`config.mk`:
```
export PLATFORM = sky130hd
export DESIGN_NAME = bbec_top
export DESIGN_NICKNAME = d
export VERILOG_FILES = /design/src/bbec_pkg.sv /design/src/bbec_sync.sv /design/src/bbec_timer.sv /design/src/bbec_top.sv
export SDC_FILE = /design/constraint.sdc
export NUM_CORES = 1
export LEC_CHECK = 0
export BUFFER_PORTS_ARGS = -buffer_cell sky130_fd_sc_hd__buf_4
export CELL_PAD_IN_SITES_DETAIL_PLACEMENT = 1
export CELL_PAD_IN_SITES_GLOBAL_PLACEMENT = 1
export CORE_UTILIZATION = 45
export CTS_BUF_LIST = sky130_fd_sc_hd__clkbuf_2
export DETAILED_ROUTE_END_ITERATION = 10
export GPL_ROUTABILITY_DRIVEN = 0
export PLACE_DENSITY = 0.85
export SLEW_MARGIN = 20
export SYNTH_ARGS = -nofsm -noshare
export SYNTH_HDL_FRONTEND = slang
export SYNTH_SLANG_ARGS = --single-unit
```
`constraint.sdc`:
```
create_clock -name ref_clk_i -period 10.3 [get_ports ref_clk_i]
set_clock_uncertainty 0.1 [all_clocks]
set_input_delay 2.575 -clock ref_clk_i [delete_from_list [all_inputs] [get_ports ref_clk_i]]
set_output_delay 2.575 -clock ref_clk_i [all_outputs]
set_load 0.005 [all_outputs]
```
`src/bbec_pkg.sv`:
```
// Constants, register map and field layout for the backplane error capture
package bbec_pkg;
    // Register byte addresses in local I/O space
    localparam logic [31:0] ADDR_SYS_CONFIG = 32'h2008_0000;
    localparam logic [31:0] ADDR_DMA_SYS_ERR = 32'h2008_0004;
    localparam logic [31:0] ADDR_BP_ERR_PAGE = 32'h2008_0008;
    localparam logic [31:0] ADDR_LM_ERR_PAGE = 32'h2008_000c;
    // dma_system_error_flags bit positions
    localparam int DMA_SYSTEM_ERROR_FLAGS_MTO = 7;
    localparam int DMA_SYSTEM_ERROR_FLAGS_PAR = 5;
    localparam int DMA_SYSTEM_ERROR_FLAGS_MME = 4;
    localparam int DMA_SYSTEM_ERROR_FLAGS_LOST = 3;
    localparam int DMA_SYSTEM_ERROR_FLAGS_NGTO = 2;
    localparam logic [31:0] DMA_SYSTEM_ERROR_FLAGS_RESET = 32'h0000_0000;
    // system_configuration power-OK bit
    localparam int SCR_POK = 15;
    // Page field layouts
    localparam int BP_ADDR_W = 22;
    localparam int BP_PAGE_LSB = 9;
    localparam int BP_PAGE_W = 13;
    localparam int LM_ADDR_W = 29;
    localparam int LM_PAGE_W = 20;
    // Reference kinds presented by the processor side
    localparam logic [2:0] KIND_DEMAND_RD = 3'h0;
    localparam logic [2:0] KIND_PREFETCH = 3'h1;
    localparam logic [2:0] KIND_IACK = 3'h2;
    localparam logic [2:0] KIND_MASKED_WR = 3'h3;
    localparam logic [2:0] KIND_WRITE = 3'h4;
    // Interrupt levels and vectors
    localparam logic [4:0] IPL_HARD_ERR = 5'h1d;
    localparam logic [7:0] VEC_WRITE_NXM = 8'h60;
    localparam logic [7:0] VEC_POWER_FAIL = 8'h0c;
    // Timing
    localparam int CLK_MHZ = 125;
    localparam int NXM_TIMEOUT_NS = 10000;
    localparam int NO_ACK_TIMEOUT_NS = 10000;
    localparam int CHAIN_CLEAR_NS = 500;
    localparam int NO_GRANT_TIMEOUT_MS = 10;
    localparam int NXM_CYC = (NXM_TIMEOUT_NS * CLK_MHZ + 999) / 1000;
    localparam int NO_ACK_CYC = (NO_ACK_TIMEOUT_NS * CLK_MHZ + 999) / 1000;
    localparam int CHAIN_CLEAR_CYC = (CHAIN_CLEAR_NS * CLK_MHZ + 999) / 1000;
    localparam int NO_GRANT_CYC = NO_GRANT_TIMEOUT_MS * CLK_MHZ * 1000;
    localparam int TMR_W = 21;
    // State types
    typedef enum logic [1:0] {REF_IDLE, REF_GRANT, REF_REPLY} bbec_ref_st_t;
    typedef enum logic [1:0] {DMA_IDLE, DMA_GRANT, DMA_BUSY, DMA_CLEAR}
        bbec_dma_st_t;
endpackage

```
`src/bbec_sync.sv`:
```
// Two flip-flop synchroniser for pin inputs
`timescale 1ns/1ps
module bbec_sync #(
    parameter int W = 1
) (
    // Clock and reset
    input wire logic ref_clk_i,
    input wire logic rst_n_i,
    // Data
    input wire logic [W-1:0] d_i,
    output logic [W-1:0] q_o
);
    logic [W-1:0] meta_ff;
    logic [W-1:0] q_ff;

    // First stage feeds only the second stage
    always_ff @(posedge ref_clk_i or negedge rst_n_i)
    begin
        if (!rst_n_i)
        begin
            meta_ff <= '0;
            q_ff <= '0;
        end
        else
        begin
            meta_ff <= d_i;
            q_ff <= meta_ff;
        end
    end

    assign q_o = q_ff;
endmodule

```
`src/bbec_timer.sv`:
```
// Loadable down-counting timeout timer with one-cycle expiry pulse
`timescale 1ns/1ps
module bbec_timer #(
    parameter int W = 21
) (
    // Clock and reset
    input wire logic ref_clk_i,
    input wire logic rst_n_i,
    // Control
    input wire logic start_i,
    input wire logic stop_i,
    input wire logic [W-1:0] load_i,
    output logic expire_o
);
    logic [W-1:0] cnt_ff;
    logic run_ff;
    logic expire_ff;
    logic last;

    assign last = run_ff && (cnt_ff == {{(W-1){1'b0}}, 1'b1});

    always_ff @(posedge ref_clk_i or negedge rst_n_i)
    begin
        if (!rst_n_i)
        begin
            cnt_ff <= '0;
            run_ff <= 1'b0;
            expire_ff <= 1'b0;
        end
        else
        begin
            expire_ff <= last && !stop_i && !start_i;
            if (start_i)
            begin
                cnt_ff <= load_i;
                run_ff <= 1'b1;
            end
            else if (stop_i || last)
                run_ff <= 1'b0;
            else if (run_ff)
                cnt_ff <= cnt_ff - {{(W-1){1'b0}}, 1'b1};
        end
    end

    assign expire_o = expire_ff;
endmodule

```
`src/bbec_top.sv`:
```
// Backplane bus error detection, capture and error page registers
`timescale 1ns/1ps
// What this block does
// - Capture backplane page bits into error page
// - Lost flag on error while page held
// - Write to error page raises hard error
// - Local page valid while memory flag set
// - Latch local page once until cleared
// - Mapped bits 28:9 into local page
// - No parity generated or checked locally
// - Non-longword backplane reference makes machine check
// - Demand read timeout: flag, capture, check
// - Prefetch or vector read timeout: abort only
// - Write timeout: flag, capture, interrupt
// - DMA ack timeout: drop grant, wait
// - Demand read no grant in 10 ms: flag, check
// - Sample data lines 17:16 as parity
// - Demand read parity: flag, capture, check
// - Prefetch parity: abort, flag, capture
// - Power-OK negation raises power-fail trap
// - Power-OK ANDed with DC-OK level shown in configuration bit
// - Flags set on event, write one clears
// - Flags cleared by reset, DC-OK, I/O reset
module bbec_top
    import bbec_pkg::*;
#(
    parameter int NO_GRANT_CYCLES = NO_GRANT_CYC
) (
    // Clock and reset
    input wire logic ref_clk_i,
    input wire logic nrst_i,
    // Processor register access
    input wire logic reg_sel_i,
    input wire logic reg_wr_i,
    input wire logic reg_lw_i,
    input wire logic [31:0] reg_addr_i,
    input wire logic [31:0] reg_wdata_i,
    output logic reg_ack_o,
    output logic [31:0] reg_rdata_o,
    // Processor backplane reference
    input wire logic ref_valid_i,
    input wire logic [2:0] ref_kind_i,
    input wire logic ref_longword_i,
    input wire logic [21:0] ref_addr_i,
    output logic ref_done_o,
    output logic ref_abort_o,
    output logic machine_check_o,
    // Interrupts and traps
    output logic hard_error_irq_o,
    output logic write_err_irq_o,
    output logic power_fail_trap_o,
    // Backplane pins
    input wire logic bus_grant_i,
    input wire logic bus_reply_i,
    input wire logic [1:0] bus_parity_i,
    input wire logic bpok_i,
    input wire logic dcok_i,
    output logic bus_req_o,
    // DMA arbitration pins
    input wire logic dma_req_i,
    input wire logic dma_ack_i,
    output logic dma_grant_o,
    // Local memory errors and I/O reset
    input wire logic mem_err_i,
    input wire logic [28:0] mem_err_addr_i,
    input wire logic io_reset_i
);
    generate
        if (NO_GRANT_CYCLES < 2 || NO_GRANT_CYCLES >= (1 << TMR_W))
        begin : g_bad_param
            $error("NO_GRANT_CYCLES out of timer range");
        end
    endgenerate

    logic [1:0] rst_sync_ff;
    logic rst_n;
    logic grant_s, reply_s, bpok_s, dcok_s, dreq_s, dack_s;
    logic [1:0] par_s;
    logic bpok_d_ff, dcok_d_ff;
    bbec_ref_st_t ref_st_ff, nxt_ref_st;
    bbec_dma_st_t dma_st_ff, nxt_dma_st;
    logic [2:0] kind_ff;
    logic [21:0] addr_ff;
    logic mto_ff, par_ff, mme_ff, lost_ff, ngto_ff, pok_ff;
    logic [BP_PAGE_W-1:0] bp_page_ff;
    logic [LM_PAGE_W-1:0] lm_page_ff;
    logic ack_ff, done_ff, abort_ff, mchk_ff, hard_ff, wirq_ff, trap_ff;
    logic breq_ff, dgnt_ff;
    logic [31:0] rdata_ff;

    // Reset release through two flops
    always_ff @(posedge ref_clk_i or negedge nrst_i)
    begin
        if (!nrst_i)
            rst_sync_ff <= 2'h0;
        else
            rst_sync_ff <= {rst_sync_ff[0], 1'b1};
    end
    assign rst_n = rst_sync_ff[1];

    // Pin synchronisers
    bbec_sync #(.W(8)) u_sync (
        .ref_clk_i(ref_clk_i),
        .rst_n_i(rst_n),
        .d_i({bus_grant_i, bus_reply_i, bus_parity_i, bpok_i, dcok_i,
              dma_req_i, dma_ack_i}),
        .q_o({grant_s, reply_s, par_s, bpok_s, dcok_s, dreq_s, dack_s})
    );

    // Register decode
    wire wr_acc = reg_sel_i && reg_wr_i;
    wire hit_scr = reg_addr_i == ADDR_SYS_CONFIG;
    wire hit_dma_system_error_flags = reg_addr_i == ADDR_DMA_SYS_ERR;
    wire hit_bp = reg_addr_i == ADDR_BP_ERR_PAGE;
    wire hit_lm = reg_addr_i == ADDR_LM_ERR_PAGE;
    wire page_wr = wr_acc && (hit_bp || hit_lm);
    wire dma_system_error_flags_wr = wr_acc && hit_dma_system_error_flags;
    wire flag_rst = (dcok_d_ff && !dcok_s) || io_reset_i;
    wire [31:0] dma_system_error_flags_val = {24'h0, mto_ff, 1'b0, par_ff, mme_ff, lost_ff,
                            ngto_ff, 2'h0};
    wire [31:0] scr_val = {16'h0, pok_ff, 15'h0};
    wire [31:0] bp_val = {19'h0, bp_page_ff};
    wire [31:0] lm_val = {12'h0, lm_page_ff};
    wire page_rd_ok = reg_lw_i;
    wire [31:0] rd_mux = hit_scr ? scr_val :
                         hit_dma_system_error_flags ? dma_system_error_flags_val :
                         (hit_bp && page_rd_ok) ? bp_val :
                         (hit_lm && page_rd_ok) ? lm_val : 32'h0;

    // Write-one-to-clear per flag
    function automatic logic w1c(input logic wr, input logic [31:0] d,
                                 input int bit_pos);
        w1c = wr && d[bit_pos];
    endfunction

    // Shared reference timer: grant wait then reply wait
    logic ref_tmr_start, ref_tmr_stop, ref_tmr_exp;
    logic [TMR_W-1:0] ref_tmr_load;
    bbec_timer #(.W(TMR_W)) u_ref_tmr (
        .ref_clk_i(ref_clk_i),
        .rst_n_i(rst_n),
        .start_i(ref_tmr_start),
        .stop_i(ref_tmr_stop),
        .load_i(ref_tmr_load),
        .expire_o(ref_tmr_exp)
    );

    logic dma_tmr_start, dma_tmr_exp;
    logic [TMR_W-1:0] dma_tmr_load;
    bbec_timer #(.W(TMR_W)) u_dma_tmr (
        .ref_clk_i(ref_clk_i),
        .rst_n_i(rst_n),
        .start_i(dma_tmr_start),
        .stop_i(1'b0),
        .load_i(dma_tmr_load),
        .expire_o(dma_tmr_exp)
    );

    // Reference checking
    wire is_drd = kind_ff == KIND_DEMAND_RD;
    wire is_pf = kind_ff == KIND_PREFETCH;
    wire is_wr = kind_ff == KIND_MASKED_WR || kind_ff == KIND_WRITE;
    wire ref_go = ref_st_ff == REF_IDLE && ref_valid_i && dma_st_ff == DMA_IDLE;
    wire bad_type = ref_go && !ref_longword_i;
    wire ref_start = ref_go && ref_longword_i;
    wire in_reply = ref_st_ff == REF_REPLY;
    // Parity is only observed from the target; none computed here
    wire par_hit = in_reply && reply_s && (par_s != 2'h0)
                   && (is_drd || is_pf);
    wire nxm_exp = in_reply && !reply_s && ref_tmr_exp;
    wire ngnt_exp = ref_st_ff == REF_GRANT && !grant_s && ref_tmr_exp;
    wire par_evt = par_hit;
    wire mto_evt = nxm_exp && (is_drd || is_wr);
    wire ngto_evt = ngnt_exp && is_drd;
    wire bp_held = mto_ff || par_ff;
    wire bp_cap = (par_evt || mto_evt) && !bp_held;
    wire lost_evt = ((par_evt || mto_evt) && bp_held)
                    || (mem_err_i && mme_ff);
    wire mchk_evt = bad_type || (par_evt && is_drd) || (mto_evt && is_drd)
                    || ngto_evt;
    wire abort_evt = bad_type || (par_evt && is_pf)
                     || (nxm_exp && !mto_evt) || (ngnt_exp && !is_drd);
    wire ok_evt = in_reply && reply_s && !par_hit;

    always_comb
    begin
        nxt_ref_st = ref_st_ff;
        ref_tmr_start = 1'b0;
        ref_tmr_stop = 1'b0;
        ref_tmr_load = TMR_W'(NO_GRANT_CYCLES);
        case (ref_st_ff)
            REF_IDLE:
            begin
                if (ref_start)
                begin
                    nxt_ref_st = REF_GRANT;
                    ref_tmr_start = 1'b1;
                end
            end
            REF_GRANT:
            begin
                if (grant_s)
                begin
                    nxt_ref_st = REF_REPLY;
                    ref_tmr_start = 1'b1;
                    ref_tmr_load = TMR_W'(NXM_CYC);
                end
                else if (ref_tmr_exp)
                    nxt_ref_st = REF_IDLE;
            end
            REF_REPLY:
            begin
                if (reply_s || ref_tmr_exp)
                begin
                    nxt_ref_st = REF_IDLE;
                    ref_tmr_stop = 1'b1;
                end
            end
            default: nxt_ref_st = REF_IDLE;
        endcase
    end

    // DMA grant arbitration
    always_comb
    begin
        nxt_dma_st = dma_st_ff;
        dma_tmr_start = 1'b0;
        dma_tmr_load = TMR_W'(NO_ACK_CYC);
        case (dma_st_ff)
            DMA_IDLE:
            begin
                if (dreq_s && ref_st_ff == REF_IDLE && !ref_valid_i)
                begin
                    nxt_dma_st = DMA_GRANT;
                    dma_tmr_start = 1'b1;
                end
            end
            DMA_GRANT:
            begin
                if (dack_s)
                    nxt_dma_st = DMA_BUSY;
                else if (dma_tmr_exp)
                begin
                    nxt_dma_st = DMA_CLEAR;
                    dma_tmr_start = 1'b1;
                    dma_tmr_load = TMR_W'(CHAIN_CLEAR_CYC);
                end
            end
            DMA_BUSY:
                if (!dack_s)
                    nxt_dma_st = DMA_IDLE;
            DMA_CLEAR:
                if (dma_tmr_exp)
                    nxt_dma_st = DMA_IDLE;
            default: nxt_dma_st = DMA_IDLE;
        endcase
    end

    // Flag next values: set wins over a same-cycle clear
    wire clr_mto = w1c(dma_system_error_flags_wr, reg_wdata_i, DMA_SYSTEM_ERROR_FLAGS_MTO) || flag_rst;
    wire clr_par = w1c(dma_system_error_flags_wr, reg_wdata_i, DMA_SYSTEM_ERROR_FLAGS_PAR) || flag_rst;
    wire clr_mme = w1c(dma_system_error_flags_wr, reg_wdata_i, DMA_SYSTEM_ERROR_FLAGS_MME) || flag_rst;
    wire clr_lost = w1c(dma_system_error_flags_wr, reg_wdata_i, DMA_SYSTEM_ERROR_FLAGS_LOST) || flag_rst;
    wire clr_ngto = w1c(dma_system_error_flags_wr, reg_wdata_i, DMA_SYSTEM_ERROR_FLAGS_NGTO) || flag_rst;
    wire nxt_mto = mto_evt || (mto_ff && !clr_mto);
    wire nxt_par = par_evt || (par_ff && !clr_par);
    wire nxt_mme = mem_err_i || (mme_ff && !clr_mme);
    wire nxt_lost = lost_evt || (lost_ff && !clr_lost);
    wire nxt_ngto = ngto_evt || (ngto_ff && !clr_ngto);

    always_ff @(posedge ref_clk_i or negedge rst_n)
    begin
        if (!rst_n)
        begin
            ref_st_ff <= REF_IDLE;
            dma_st_ff <= DMA_IDLE;
            kind_ff <= KIND_DEMAND_RD;
            addr_ff <= 22'h0;
            {mto_ff, par_ff, mme_ff, lost_ff, ngto_ff} <= 5'h0;
        end
        else
        begin
            ref_st_ff <= nxt_ref_st;
            dma_st_ff <= nxt_dma_st;
            if (ref_start)
            begin
                kind_ff <= ref_kind_i;
                addr_ff <= ref_addr_i;
            end
            {mto_ff, par_ff, mme_ff, lost_ff, ngto_ff} <=
                {nxt_mto, nxt_par, nxt_mme, nxt_lost, nxt_ngto};
        end
    end

    // Page capture registers, no reset value needed by software
    always_ff @(posedge ref_clk_i or negedge rst_n)
    begin
        if (!rst_n)
        begin
            bp_page_ff <= '0;
            lm_page_ff <= '0;
        end
        else
        begin
            if (bp_cap)
                bp_page_ff <= addr_ff[BP_ADDR_W-1:BP_PAGE_LSB];
            if (mem_err_i && !mme_ff)
                lm_page_ff <= mem_err_addr_i[LM_ADDR_W-1:9];
        end
    end

    // Outputs and pulses
    always_ff @(posedge ref_clk_i or negedge rst_n)
    begin
        if (!rst_n)
        begin
            {ack_ff, done_ff, abort_ff, mchk_ff} <= 4'h0;
            {hard_ff, wirq_ff, trap_ff, breq_ff, dgnt_ff} <= 5'h0;
            {bpok_d_ff, dcok_d_ff, pok_ff} <= 3'h0;
            rdata_ff <= 32'h0;
        end
        else
        begin
            ack_ff <= reg_sel_i;
            rdata_ff <= (reg_sel_i && !reg_wr_i) ? rd_mux : 32'h0;
            done_ff <= ok_evt || mchk_evt || abort_evt || (mto_evt && is_wr);
            abort_ff <= abort_evt;
            mchk_ff <= mchk_evt;
            hard_ff <= page_wr;
            wirq_ff <= mto_evt && is_wr;
            trap_ff <= bpok_d_ff && !bpok_s;
            breq_ff <= nxt_ref_st == REF_GRANT;
            dgnt_ff <= nxt_dma_st == DMA_GRANT;
            bpok_d_ff <= bpok_s;
            dcok_d_ff <= dcok_s;
            pok_ff <= bpok_s && dcok_s;
        end
    end

    assign reg_ack_o = ack_ff;
    assign reg_rdata_o = rdata_ff;
    assign ref_done_o = done_ff;
    assign ref_abort_o = abort_ff;
    assign machine_check_o = mchk_ff;
    assign hard_error_irq_o = hard_ff;
    assign write_err_irq_o = wirq_ff;
    assign power_fail_trap_o = trap_ff;
    assign bus_req_o = breq_ff;
    assign dma_grant_o = dgnt_ff;

    AST_BP_PAGE_CAPTURE: assert property (
        @(posedge ref_clk_i) disable iff (!rst_n)
        bp_cap |=> bp_page_ff == $past(addr_ff[21:9]))
        else $error("backplane page not captured");
    AST_LOST_FLAG: assert property (
        @(posedge ref_clk_i) disable iff (!rst_n)
        (par_evt || mto_evt) && bp_held |=> lost_ff && $stable(bp_page_ff))
        else $error("lost flag not set or page overwritten");
    AST_PAGE_WRITE_IRQ: assert property (
        @(posedge ref_clk_i) disable iff (!rst_n)
        reg_sel_i && reg_wr_i && (hit_bp || hit_lm) |=> hard_error_irq_o)
        else $error("page register write gave no hard error");
    AST_LM_PAGE_HOLD: assert property (
        @(posedge ref_clk_i) disable iff (!rst_n)
        mme_ff && $past(mme_ff) |-> $stable(lm_page_ff))
        else $error("local page changed while held");
    AST_LM_PAGE_UPPER: assert property (
        @(posedge ref_clk_i) disable iff (!rst_n)
        reg_sel_i && !reg_wr_i && reg_lw_i && hit_lm
        |=> reg_rdata_o[31:20] == 12'h0 && reg_ack_o)
        else $error("local page upper bits not zero");
    AST_BAD_TYPE_MCHK: assert property (
        @(posedge ref_clk_i) disable iff (!rst_n)
        bad_type |=> machine_check_o && ref_abort_o && !bus_req_o)
        else $error("bad reference type not checked");
    AST_NXM_DEMAND: assert property (
        @(posedge ref_clk_i) disable iff (!rst_n)
        nxm_exp && is_drd |=> mto_ff && machine_check_o)
        else $error("demand read timeout not reported");
    AST_NXM_PREFETCH: assert property (
        @(posedge ref_clk_i) disable iff (!rst_n)
        nxm_exp && !is_drd && !is_wr
        |=> ref_abort_o && !machine_check_o && $stable(bp_page_ff))
        else $error("prefetch timeout did more than abort");
    AST_DMA_CLEAR: assert property (
        @(posedge ref_clk_i) disable iff (!rst_n)
        dma_st_ff == DMA_GRANT && nxt_dma_st == DMA_CLEAR
        |=> !dma_grant_o [*8])
        else $error("grant not withdrawn after ack timeout");
    AST_POWER_TRAP: assert property (
        @(posedge ref_clk_i) disable iff (!rst_n)
        $fell(bpok_s) |=> power_fail_trap_o ##1 !pok_ff)
        else $error("power-fail trap missing");
    AST_W1C: assert property (
        @(posedge ref_clk_i) disable iff (!rst_n)
        dma_system_error_flags_wr && !reg_wdata_i[DMA_SYSTEM_ERROR_FLAGS_PAR] && !flag_rst && par_ff
        |=> par_ff)
        else $error("writing zero cleared a flag");
endmodule

```
### After elaboration in Yosys (flattened, before gate mapping)

Index checks and enable logic that the tools add are counted.

* $add $sub $neg: 2
* eq/ne operators: 18
* muxes and demuxes: 40
* reductions and logical operators: 109

Operators by type and width (number)
* $mux 21: 8
* $eq 32x30->1 const B: 4
* $mux 20: 5
* $logic_and 1x1->1: 50
* $eq 21x1->1 const B: 2
* $sub 21x1->21 const B: 2
* $mux 11: 3
* $logic_or 1x1->1: 29
* $logic_not 1->1: 20
* $mux 2: 9
* $mux 1: 11
* $reduce_bool 2->1: 5
* $eq 2x1->1 const B: 4
* $pmux 2 s4: 1
* $eq 2x2->1 const B: 3
* $pmux 2 s3: 1
* $logic_not 2->1: 2
* $ne 2x1->1 const B: 2
* $pmux 1 s2: 2
* $reduce_and 2->1: 2
* $eq 3x1->1 const B: 1
* $eq 3x2->1 const B: 1
* $eq 3x3->1 const B: 1
* $logic_not 3->1: 1

* bits in registers: 163
* input port bits: 135

### Depth between registers and ports, before layout

Gate-level depths: netlist of the first run.

* depth in word-level cells: 11
* mapped depth: 7
* gate-level depth less buffers: 7

### By module

A second synthesis of the first run with hierarchy kept.

* cell total of the unflattened synthesis: 693
* area total of the unflattened synthesis: 7497.2 um^2

Modules (own cells, without submodules)
* bbec_top: times used 1, cells each 305, area an instance 3928.8 um^2
* bbec_timer: times used 2, cells each 186, area an instance 1584.0 um^2
* bbec_sync: times used 1, cells each 16, area an instance 400.4 um^2

### Worst setup path before layout of the first run

No wires, ideal clock.

* path type: input port to flip-flop
* start: input port reg_addr_i[26]
* end: register rdata_ff[0], in the netlist reg_rdata_o[0]
* library setup time: 0.072 ns
* arrival time: 4.172 ns
* required time: 10.128 ns
* path slack: 5.956 ns
* stages: 7
* path buffers: 2
* cell sequence: nor4b_1 > nand4_1 > or4_1 > clkbuf_1 > or2_2 > clkbuf_1 > nor2_1

* cells in the longest elaborated chain, start to end: 7
* elaborated cells between the ends (all ways): 11
* those cells by class: 4 x eq/ne; 5 x mux; 2 x reduce/logical

RTL lines
* start: declaration: RTL line bbec_top.sv:36 `input wire logic [31:0] reg_addr_i,`
* $eq 32x30->1: RTL line bbec_top.sv:115 `wire hit_lm = reg_addr_i == ADDR_LM_ERR_PAGE;`
* $logic_and 1x1->1: RTL line bbec_top.sv:128 `(hit_lm && page_rd_ok) ? lm_val : 32'h0;`
* $mux 20: RTL line bbec_top.sv:128
* $mux 20: RTL line bbec_top.sv:127 `(hit_bp && page_rd_ok) ? bp_val :`
* $mux 20: RTL line bbec_top.sv:126 `hit_dma_system_error_flags ? dma_system_error_flags_val :`
* $mux 20 *: RTL line bbec_top.sv:125 `wire [31:0] rd_mux = hit_scr ? scr_val :`
* $mux 20 *: RTL line bbec_top.sv:325 `rdata_ff <= (reg_sel_i && !reg_wr_i) ? rd_mux : 32'h0;`
* end signal: assignment: RTL line bbec_top.sv:325
* end: declaration: RTL line bbec_top.sv:89 `logic [31:0] rdata_ff;`

Every way passes the cells marked *; elsewhere a longest branch is shown, timed or not.
A chain may end at the register's enable or synchronous reset.

### Worst setup path after layout of the first run

* start: input port reg_addr_i[25]
* end: register ngto_ff

* cells in the longest elaborated chain, start to end: 7

RTL lines
* $eq 32x30->1: RTL line bbec_top.sv:113 `wire hit_dma_system_error_flags = reg_addr_i == ADDR_DMA_SYS_ERR;`
* $logic_and 1x1->1: RTL line bbec_top.sv:117 `wire dma_system_error_flags_wr = wr_acc && hit_dma_system_error_flags;`
* $logic_and 1x1->1: RTL line bbec_top.sv:133 `w1c = wr && d[bit_pos];`
* $logic_or 1x1->1: RTL line bbec_top.sv:264 `wire clr_ngto = w1c(dma_system_error_flags_wr, reg_wdata_i, DMA_SYSTEM_ERROR_FLAGS_NGTO) || flag_rst;`
* $logic_not 1->1: RTL line bbec_top.sv:269 `wire nxt_ngto = ngto_evt || (ngto_ff && !clr_ngto);`
* $logic_and 1x1->1: RTL line bbec_top.sv:269
* $logic_or 1x1->1: RTL line bbec_top.sv:269
* net nxt_ngto: RTL line bbec_top.sv:269
* end signal: assignment: RTL line bbec_top.sv:290 `{mto_ff, par_ff, mme_ff, lost_ff, ngto_ff} <=`
* end: declaration: RTL line bbec_top.sv:84 `logic mto_ff, par_ff, mme_ff, lost_ff, ngto_ff, pok_ff;`

The timed path passes the listed nets, and every way through them passes these cells.

==> tab_implementation.tex, run 1 <==
\begin{tabular}{lr}
\hline
Metric & Value \\
\hline
\multicolumn{2}{l}{\textbf{Clocking}} \\
\quad Number of buffers on the longest clock path & 2 \\
\quad Clock edge transition at the registers on the reported setup and hold paths & around 230 ps \\
\quad Clock sink count & between 150 and 200 \\
\quad Clock tree from TritonCTS & built \\
\quad Postcts setup bufs & 0 \\
\quad Clock latency of the later-clocked register in the worst-skew pair & $\sim$750 ps \\
\quad CTS buffer count & 17 \\
\quad Total of cells resized after clock tree synthesis & 0 \\
\quad CTS root buffer & clkbuf\_2 \\
\quad Count of hold buffers inserted by post-cts repair & 0 \\
\quad Htree depth & 4 \\
\multicolumn{2}{l}{\textbf{Power and ir drop}} \\
\quad Power per Cell Area & around 200 mW/mm² \\
\quad Clock network fraction of design power & a little over a fifth \\
\quad Total chip power & 1630 µW \\
\quad Combinational group share of total power & a little over a quarter \\
\quad Net switching component of the power & about 590 µW \\
\quad Lkg Pwr & 0.00370 µW \\
\quad Int Pwr & a little over 1000 µW \\
\quad Sequential fraction of design power & between 50 and 60\% \\
\quad Switching power share of the total & between 30 and 40\% \\
\quad Worst vdd rail ir drop & approximately 0.11 mV \\
\multicolumn{2}{l}{\textbf{Timing}} \\
\quad Post-route minimum period & approximately 4000 ps \\
\quad Final setup fails & 0 \\
\quad Relative slew slack & a little over a quarter \\
\quad Worst-margin pin slew & about 1100 ps \\
\quad Number of slew-limit violations in the final report & 0 \\
\quad Fraction of the cycle the final worst path needs & roughly two fifths \\
\quad Setup repair after global routing missed its margin & no \\
\quad Setup tns final & 0 ps \\
\quad Fmax & 250 MHz \\
\quad Number of failing hold endpoints at the final stage & 0 \\
\quad Min Hold Slack & roughly 290 ps \\
\multicolumn{2}{l}{\textbf{Layout}} \\
\quad Number of antenna cells inserted & 0 \\
\quad End-of-flow core utilization & between 50\% and 60\% \\
\quad Share of cells above drive strength 1 & between 20 and 30\% \\
\quad NumNets Final & a little under 900 \\
\quad Final Non-Filler Cells & 935 \\
\quad Area delta synth->final & 19.1\% \\
\quad Number of filler cells placed in the layout & about 1.6k \\
\multicolumn{2}{l}{\textbf{Yosys}} \\
\quad Netlist Area Pre-Place & 0.00673 mm² \\
\quad Sequential-to-total area share from yosys stat & approximately 57\% \\
\quad Count of cell types in the netlist & 52 \\
\quad Most used DFF post-synth & dfrtp\_1 \\
\quad Yosys warning count & 0 \\
\quad Share of synthesized registers carrying an async set or reset & between 90\% and 100\% \\
\quad Number of storage elements in the synthesis netlist & 154 \\
\quad Post-synth EDFFs & 0 \\
\quad Cells after Synth & slightly above 600 \\
\quad Syn avg cell area & about 11 µm² \\
\multicolumn{2}{l}{\textbf{Detailed routing}} \\
\quad DRT antenna net count & 0 \\
\quad Routed wire length & about 18 mm \\
\quad Routed WL per cell & approximately 19 µm \\
\quad Via count of the routed design & about 5.3k \\
\quad Detailed-routing iteration count for the pre-antenna-repair pass & 4 \\
\quad First-iteration detailed-routing DRC count & around 300 \\
\quad Average via count per standard cell & roughly 5.7 \\
\quad DRC Markers & 0 \\
\multicolumn{2}{l}{\textbf{Floorplanning}} \\
\quad Standard cell core area & 0.0145 mm² \\
\quad Initial core utilization & 46.3\% \\
\quad Die boundary width & $\sim$120 µm \\
\quad Std-Cell Rows & 44 \\
\quad Die outline height & 124 µm \\
\quad Total I/O pin count & 176 \\
\quad Die ar. & 0.0154 mm² \\
\multicolumn{2}{l}{\textbf{Setup path}} \\
\quad Arrival time of data at the critical path endpoint & between 4000 and 5000 ps \\
\quad Data required, critical path & 10860 ps \\
\quad Startpoint type of the worst setup path & input pin \\
\quad Critical setup path kind & input pin to flip-flop \\
\quad Crit path max-delay cell type & nor4\_1 \\
\quad Dominant cell type by count on the critical path & nor4\_1 \\
\quad Critical Path Fanout Max & 6 \\
\quad Largest stage delay on the critical path & 800 ps \\
\quad Element type at the critical path end & flip-flop \\
\quad List of cells traversed by the critical path & buf\_4 > nor4\_1 > nand4\_1 > nor4\_1 > nand3\_1 > a32o\_1 \\
\multicolumn{2}{l}{\textbf{Global route}} \\
\quad Wire length of the first global-routing pass & between 20 and 30 mm \\
\quad Initial antenna violation count & 0 \\
\quad Global router's overall resource usage & 24.1\% \\
\quad Via count of the first global-routing pass & just under 6k \\
\quad Maximum number of pins on one net before global-route repair & a little over 90 \\
\quad Sum of overflow across all layers after global routing & 0 \\
\multicolumn{2}{l}{\textbf{Placement}} \\
\quad Number of buffers inserted by port buffering & 118 \\
\quad Placed cell count & about 900 \\
\quad Detailed-placement wirelength estimate & about 13 mm \\
\multicolumn{2}{l}{\textbf{Min path}} \\
\quad Worst hold-check path type & flip-flop to flip-flop \\
\multicolumn{2}{l}{\textbf{Run status}} \\
\quad Result of the run & finished clean \\
\multicolumn{2}{l}{\textbf{Run}} \\
\quad MaxCap Viol Count & 0 \\
\hline
\end{tabular}
cell usage after synthesis, drive strengths merged (6+ instances only):
cell type  instances  area share (%)
o21ai             26             2.0
or3               27             2.6
nor2              34             1.9
nor3               6            0.45
or2                8            0.74
and3              10            0.93
a211oi             7            0.78
nand2             83             4.6
or4               21             2.3
nand3             15             1.1
mux2i             11             1.6
dfrtp            154              57
a21oi             22             1.6
o31ai             11             1.2
clkbuf            18             1.0
o211ai             8            0.89
a31oi              7            0.65
nor2b              6            0.56
inv               13            0.73
mux2              33             5.5
buf               14             1.5
nor4              20             1.9
cell usage in the layout, fill, tap and decap left out, types with 3 or more instances in the layout:
cell type  instances
o31ai_1           11
nand2b_1           3
nor4b_1            3
xor2_1             3
a22oi_1            5
and3_1            10
mux2_2            33
nor4_1            20
a21oi_1           22
nand3_1           15
nor3_1             6
a31o_2             5
nand2_1           83
xnor2_1            5
ha_1               4
dfrtp_1          153
nor2b_1            5
nor3b_1            3
o21a_1             3
o21ai_0           24
clkbuf_2          18
or3_1             26
nand4_1            4
mux2i_1           11
and2_1             3
buf_4            121
nor2_1            34
a31oi_1            7
a211oi_1           7
or4_1             21
or2_2              8
inv_6              7
o41ai_1            3
conb_1            13
inv_1             13
o211ai_1           8
o311ai_0           3
power groups by stage:
stage	logic (µW)	registers (µW)	clock network, µW
after floorplan	297	821	0
after detailed placement	431	854	0
after global routing	485	863	383
after CTS	435	842	359
final	431	843	350
after global placement	398	838	0
final timing paths:
check	from	endpoint	cells past startpoint	slack, ps
setup / recovery	reg_addr_i[25]	ngto_ff	6	6300
hold / removal	u_sync.meta_ff[4]	u_sync.q_o[4]	0	290
setup reg to reg	u_ref_tmr.cnt_ff[1]	u_ref_tmr.cnt_ff[15]	7	7450
hold reg to reg	u_sync.meta_ff[4]	u_sync.q_o[4]	0	290
max in group asynchronous	rst_sync_ff[1]	u_ref_tmr.cnt_ff[16]	2	8340
min in group asynchronous	rst_sync_ff[1]	u_sync.q_o[0]	1	390
per-layer routing:
layer / part of all wire, % / GRT usage, % / vias up
li1: - / - / 2459
met1: 42 / 30.1 / 2713
met2: 52 / 41.4 / 110
met3: 3.0 / 4.68 / 33
met4: 2.2 / 8.93 / 0
met5: 0 / 0 / -
logic make-up after synthesis:
kind of cell | synth area share (%)
AO/OA/AOI/OAI | 10.5
XOR/XNOR | 1.04
adder cells (fa/ha/maj) | 0.744
buffers and inverters | 3.20
flip-flops | 57.3
multiplexers | 7.16
other | 0.112
AND/OR/NAND/NOR | 19.9
area by class of cell:
type,count,area [µm²],area share (%)
Timing Repair Buffer,122,920,11.5
Clock buffer,18,90.1,1.12
Tap cell,184,230,2.87
Multi-Input combinational cell,430,2710,33.8
Clock inverter,14,158,1.97
Sequential cell,154,3860,48.1
Inverter,13,48.8,0.609
through the flow:
| stage | cell area (µm²) | setup WS (ps) |
|---|---|---|
| after detailed placement | 7760 | 5510 |
| after global routing | 8010 | 6150 |
| final | 8010 | 6300 |
| after global placement | 7750 | 5680 |
| after floorplan | 6770 | 5590 |
| after CTS | 8010 | 6230 |
registers in the layout (all words and copies together), names as in the netlist, 2 cells and up:
register          flops
addr_ff              13
bp_page_ff           13
dma_st_ff             2
kind_ff               3
lm_page_ff           20
ref_st_ff             2
reg_rdata_o          20
rst_sync_ff           2
u_dma_tmr.cnt_ff     21
u_ref_tmr.cnt_ff     21
u_sync.meta_ff        8
u_sync.q_o            8
critical path, delay by kind of cell:
kind / cells / cell delay (ps)
AND/OR/NAND/NOR: 4 / 1560
buffers and inverters: 1 / 110
AO/OA/AOI/OAI: 1 / 320
(Power assumes the default switching activity.)
==> run 2, diff against run 1 <==
--- a/config.mk
+++ b/config.mk
@@ -8,11 +8,11 @@
 export BUFFER_PORTS_ARGS = -buffer_cell sky130_fd_sc_hd__buf_4
 export CELL_PAD_IN_SITES_DETAIL_PLACEMENT = 1
 export CELL_PAD_IN_SITES_GLOBAL_PLACEMENT = 1
-export CORE_UTILIZATION = 45
+export CORE_UTILIZATION = 38
 export CTS_BUF_LIST = sky130_fd_sc_hd__clkbuf_2
 export DETAILED_ROUTE_END_ITERATION = 10
 export GPL_ROUTABILITY_DRIVEN = 0
-export PLACE_DENSITY = 0.85
+export PLACE_DENSITY = 0.76
 export SLEW_MARGIN = 20
 export SYNTH_ARGS = -nofsm -noshare
 export SYNTH_HDL_FRONTEND = slang
==> constraint.sdc (replaced) <==
create_clock -name ref_clk_i -period 3.3 [get_ports ref_clk_i]
set_clock_uncertainty 0.1 [all_clocks]
set_input_delay 0.825 -clock ref_clk_i [delete_from_list [all_inputs] [get_ports ref_clk_i]]
set_output_delay 0.825 -clock ref_clk_i [all_outputs]
set_load 0.005 [all_outputs]
==> tab_implementation.tex, run 2 (same netlist as run 1, synthesis figures left out) <==
\begin{tabular}{lr}
\hline
Metric & Value \\
\hline
\multicolumn{2}{l}{\textbf{Run status}} \\
\quad Result of the run & finished clean \\
\multicolumn{2}{l}{\textbf{Detailed routing}} \\
\quad Average via count per standard cell & 5.38 (-5.4\%) \\
\quad Routed WL per cell & 18.0 µm (-5.7\%) \\
\quad Detailed-routing iteration count for the pre-antenna-repair pass & 4 (unchanged) \\
\quad DRT antenna net count & 0 (unchanged) \\
\quad Via count of the routed design & 5300 (-0.28\%) \\
\quad Routed wire length & 17.7 mm (-0.57\%) \\
\quad DRC Markers & 0 (unchanged) \\
\quad First-iteration detailed-routing DRC count & 272 (-7.8\%) \\
\multicolumn{2}{l}{\textbf{Layout}} \\
\quad Registers with the most flip-flops & u\_dma\_tmr.cnt\_ff x21, u\_ref\_tmr.cnt\_ff x21 \\
\quad Final Non-Filler Cells & 986 (+5.5\%) \\
\quad Number of antenna cells inserted & 0 (unchanged) \\
\quad Most used cells in the layout excluding fill and tap cells & dfrtp\_1, buf\_4, nand2\_1 \\
\quad Number of filler cells placed in the layout & 1932 (+21\%) \\
\quad Share of cells above drive strength 1 & 27.6\% (+0.032 points) \\
\quad Area delta synth->final & 21.0\% \\
\quad End-of-flow core utilization & 47.0\% (-8.1 points) \\
\quad NumNets Final & 887 (+1.1\%) \\
\quad Most common cell after layout, fill and taps aside & dfrtp\_1 \\
\multicolumn{2}{l}{\textbf{Timing}} \\
\quad Fraction of the cycle the final worst path needs & between 80\% and 90\% \\
\quad Setup repair after global routing missed its margin & no \\
\quad Relative slew slack & 33.6\% (+7.1 points) \\
\quad Number of failing hold endpoints at the final stage & 0 (unchanged) \\
\quad Setup tns final & 0 ps (unchanged) \\
\quad Number of slew-limit violations in the final report & 0 (unchanged) \\
\quad Fmax & between 300 and 400 MHz \\
\quad Final setup fails & 0 (unchanged) \\
\quad Worst-margin pin slew & 993 ps (-106 ps) \\
\quad Min Hold Slack & 73.2 ps (-214 ps) \\
\quad Final setup margin & 373 ps (-5920 ps) \\
\quad Post-route minimum period & around 2900 ps \\
\multicolumn{2}{l}{\textbf{Floorplanning}} \\
\quad Die boundary width & 135 µm (+8.7\%) \\
\quad Standard cell core area & 0.0173 mm² (+19\%) \\
\quad Die ar. & 0.0182 mm² (+18\%) \\
\quad Total I/O pin count & 176 (unchanged) \\
\quad Std-Cell Rows & 48 (+9.1\%) \\
\quad Initial core utilization & 38.9\% (-7.4 points) \\
\quad Die outline height & 135 µm (+8.7\%) \\
\multicolumn{2}{l}{\textbf{Placement}} \\
\quad Detailed-placement wirelength estimate & 13.0 mm (-0.24\%) \\
\quad Placed cell count & 950 (+5.2\%) \\
\quad Setup slack after placement & 344 ps (-5170 ps) \\
\quad Number of buffers inserted by port buffering & 118 (unchanged) \\
\multicolumn{2}{l}{\textbf{Power and ir drop}} \\
\quad Combinational group share of total power & 26.9\% (+0.4 points) \\
\quad Lkg Pwr & 0.00374 µW (+0.92\%) \\
\quad Clock network fraction of design power & 21.0\% (-0.6 points) \\
\quad Switching power share of the total & 35.8\% (-0.33 points) \\
\quad Sequential fraction of design power & 52.1\% (+0.2 points) \\
\quad Net switching component of the power & 1810 µW (+210\%) \\
\quad Worst vdd rail ir drop & 0.379 mV (+250\%) \\
\quad Power per Cell Area & 621 mW/mm² (+210\%) \\
\quad Int Pwr & 3240 µW (+210\%) \\
\multicolumn{2}{l}{\textbf{Setup path}} \\
\quad List of cells traversed by the critical path & inv\_1 > ha\_1 > or4b\_2 > or2\_2 > o311ai\_1 > o21ai\_0 > a31oi\_1 \\
\quad Worst R2R End & u\_ref\_tmr.cnt\_ff[17] \\
\quad Data required, critical path & 3840 ps (-7020 ps) \\
\quad Critical setup path kind & flip-flop to flip-flop \\
\quad Worst reg2reg startpoint & u\_ref\_tmr.cnt\_ff[1] \\
\quad Startpoint type of the worst setup path & flip-flop \\
\quad R2R setup slack & 370 ps (-7080 ps) \\
\quad Arrival time of data at the critical path endpoint & 3470 ps (-1090 ps) \\
\quad Reg2Reg Depth & 7 (unchanged) \\
\quad Buffer and inverter count on the worst path & 1 (unchanged) \\
\quad Element type at the critical path end & flip-flop \\
\quad Cell type group with the largest total delay on the critical path & compound AO/OA/AOI/OAI gates \\
\quad Crit path max-delay cell type & o311ai\_1 \\
\quad Largest stage delay on the critical path & 670 ps (-130 ps) \\
\quad Critical Path Fanout Max & 6 (unchanged) \\
\multicolumn{2}{l}{\textbf{Min path}} \\
\quad Hold Crit Depth & 1 (+1) \\
\quad Worst hold start & bus\_reply\_i \\
\quad Hold-critical path endpoint & u\_sync.meta\_ff[6] \\
\quad Worst hold-check path type & input pin to flip-flop \\
\multicolumn{2}{l}{\textbf{Clocking}} \\
\quad Number of buffers on the longest clock path & 2 (unchanged) \\
\quad Clock edge transition at the registers on the reported setup and hold paths & 240 ps (about the same) \\
\quad Total of cells resized after clock tree synthesis & 0 (unchanged) \\
\quad Clock tree from TritonCTS & built \\
\quad Clock sink count & 154 (unchanged) \\
\quad Htree depth & 4 (unchanged) \\
\quad Clock latency of the later-clocked register in the worst-skew pair & 730 ps (-20 ps) \\
\quad CTS buffer count & 17 (unchanged) \\
\quad CTS root buffer & clkbuf\_2 \\
\multicolumn{2}{l}{\textbf{Run}} \\
\quad MaxCap Viol Count & 0 (unchanged) \\
\multicolumn{2}{l}{\textbf{Global route}} \\
\quad Wire length of the first global-routing pass & 29.5 mm (+0.26\%) \\
\quad Global router's overall resource usage & 21.0\% (-3.1 points) \\
\quad Initial antenna violation count & 0 (unchanged) \\
\quad Via count of the first global-routing pass & 5864 (+0.46\%) \\
\quad Maximum number of pins on one net before global-route repair & 70 (-24\%) \\
\quad Sum of overflow across all layers after global routing & 0 (unchanged) \\
\hline
\end{tabular}
[run 2: area by class of cell]
cell class	count	area (µm²)	area share (%)
clock buffers	18	90.1	1.11
well taps	225	282	3.46
clock inverters	14	146	1.80
inverters	13	48.8	0.600
flip-flops and latches	154	3860	47.4
repair buffers	132	1010	12.5
multi-input cells	430	2700	33.2
[run 2: per-layer routing]
layer | global-route usage (%) | up-vias | share of wire (%)
met4 | 6.49 | 0 | 1.1
met5 | 0 | - | 0
met3 | 3.75 | 17 | 2.8
li1 | - | 2492 | -
met1 | 25.9 | 2704 | 44
met2 | 37.2 | 87 | 52
[run 2: metrics by stage]
step	power (µW)	area [µm²]
2_1_floorplan	3490	6770
3_3_place_gp	3900	7860
3_5_place_dp	4030	7860
4_1_cts	5100	8110
5_1_grt	5390	8140
6_report	5050	8140
[run 2: worst max path at each step]
stage                              startpoint              endpoint  slack (ps)  cells past startpoint
after floorplan                rst_sync_ff[1]           addr_ff[10]         650                      0
after global placement         reg_addr_i[21]       reg_rdata_o[11]         440                      6
after detailed placement       reg_addr_i[26]        reg_rdata_o[6]         340                      6
after CTS                 u_ref_tmr.cnt_ff[1]  u_ref_tmr.cnt_ff[17]         400                      7
after global routing      u_ref_tmr.cnt_ff[1]  u_ref_tmr.cnt_ff[17]         220                      7
final                     u_ref_tmr.cnt_ff[1]  u_ref_tmr.cnt_ff[17]         370                      7
[run 2: what timing repair did]
item,4_1_cts,5_1_grt
buffers inserted,0,0
endpoints found under the setup margin,0,0
hold buffers,1,3
hold endpoints to repair,2,3
[run 2: worst register-to-register path, cell delays in order, from the launching register on]
cell and delay (ps):
dfrtp_1 480, inv_1 120, ha_1 140, or4b_2 630, or2_2 340, o311ai_1 670, o21ai_0 170, a31oi_1 190
[run 2: power groups by stage]
stage | Combinational [µW] | Sequential (µW) | Clock (µW)
floorplan | 928 | 2560 | 0
global placement | 1280 | 2630 | 0
detailed placement | 1360 | 2670 | 0
CTS | 1380 | 2630 | 1090
global route | 1530 | 2690 | 1170
finish | 1360 | 2630 | 1060
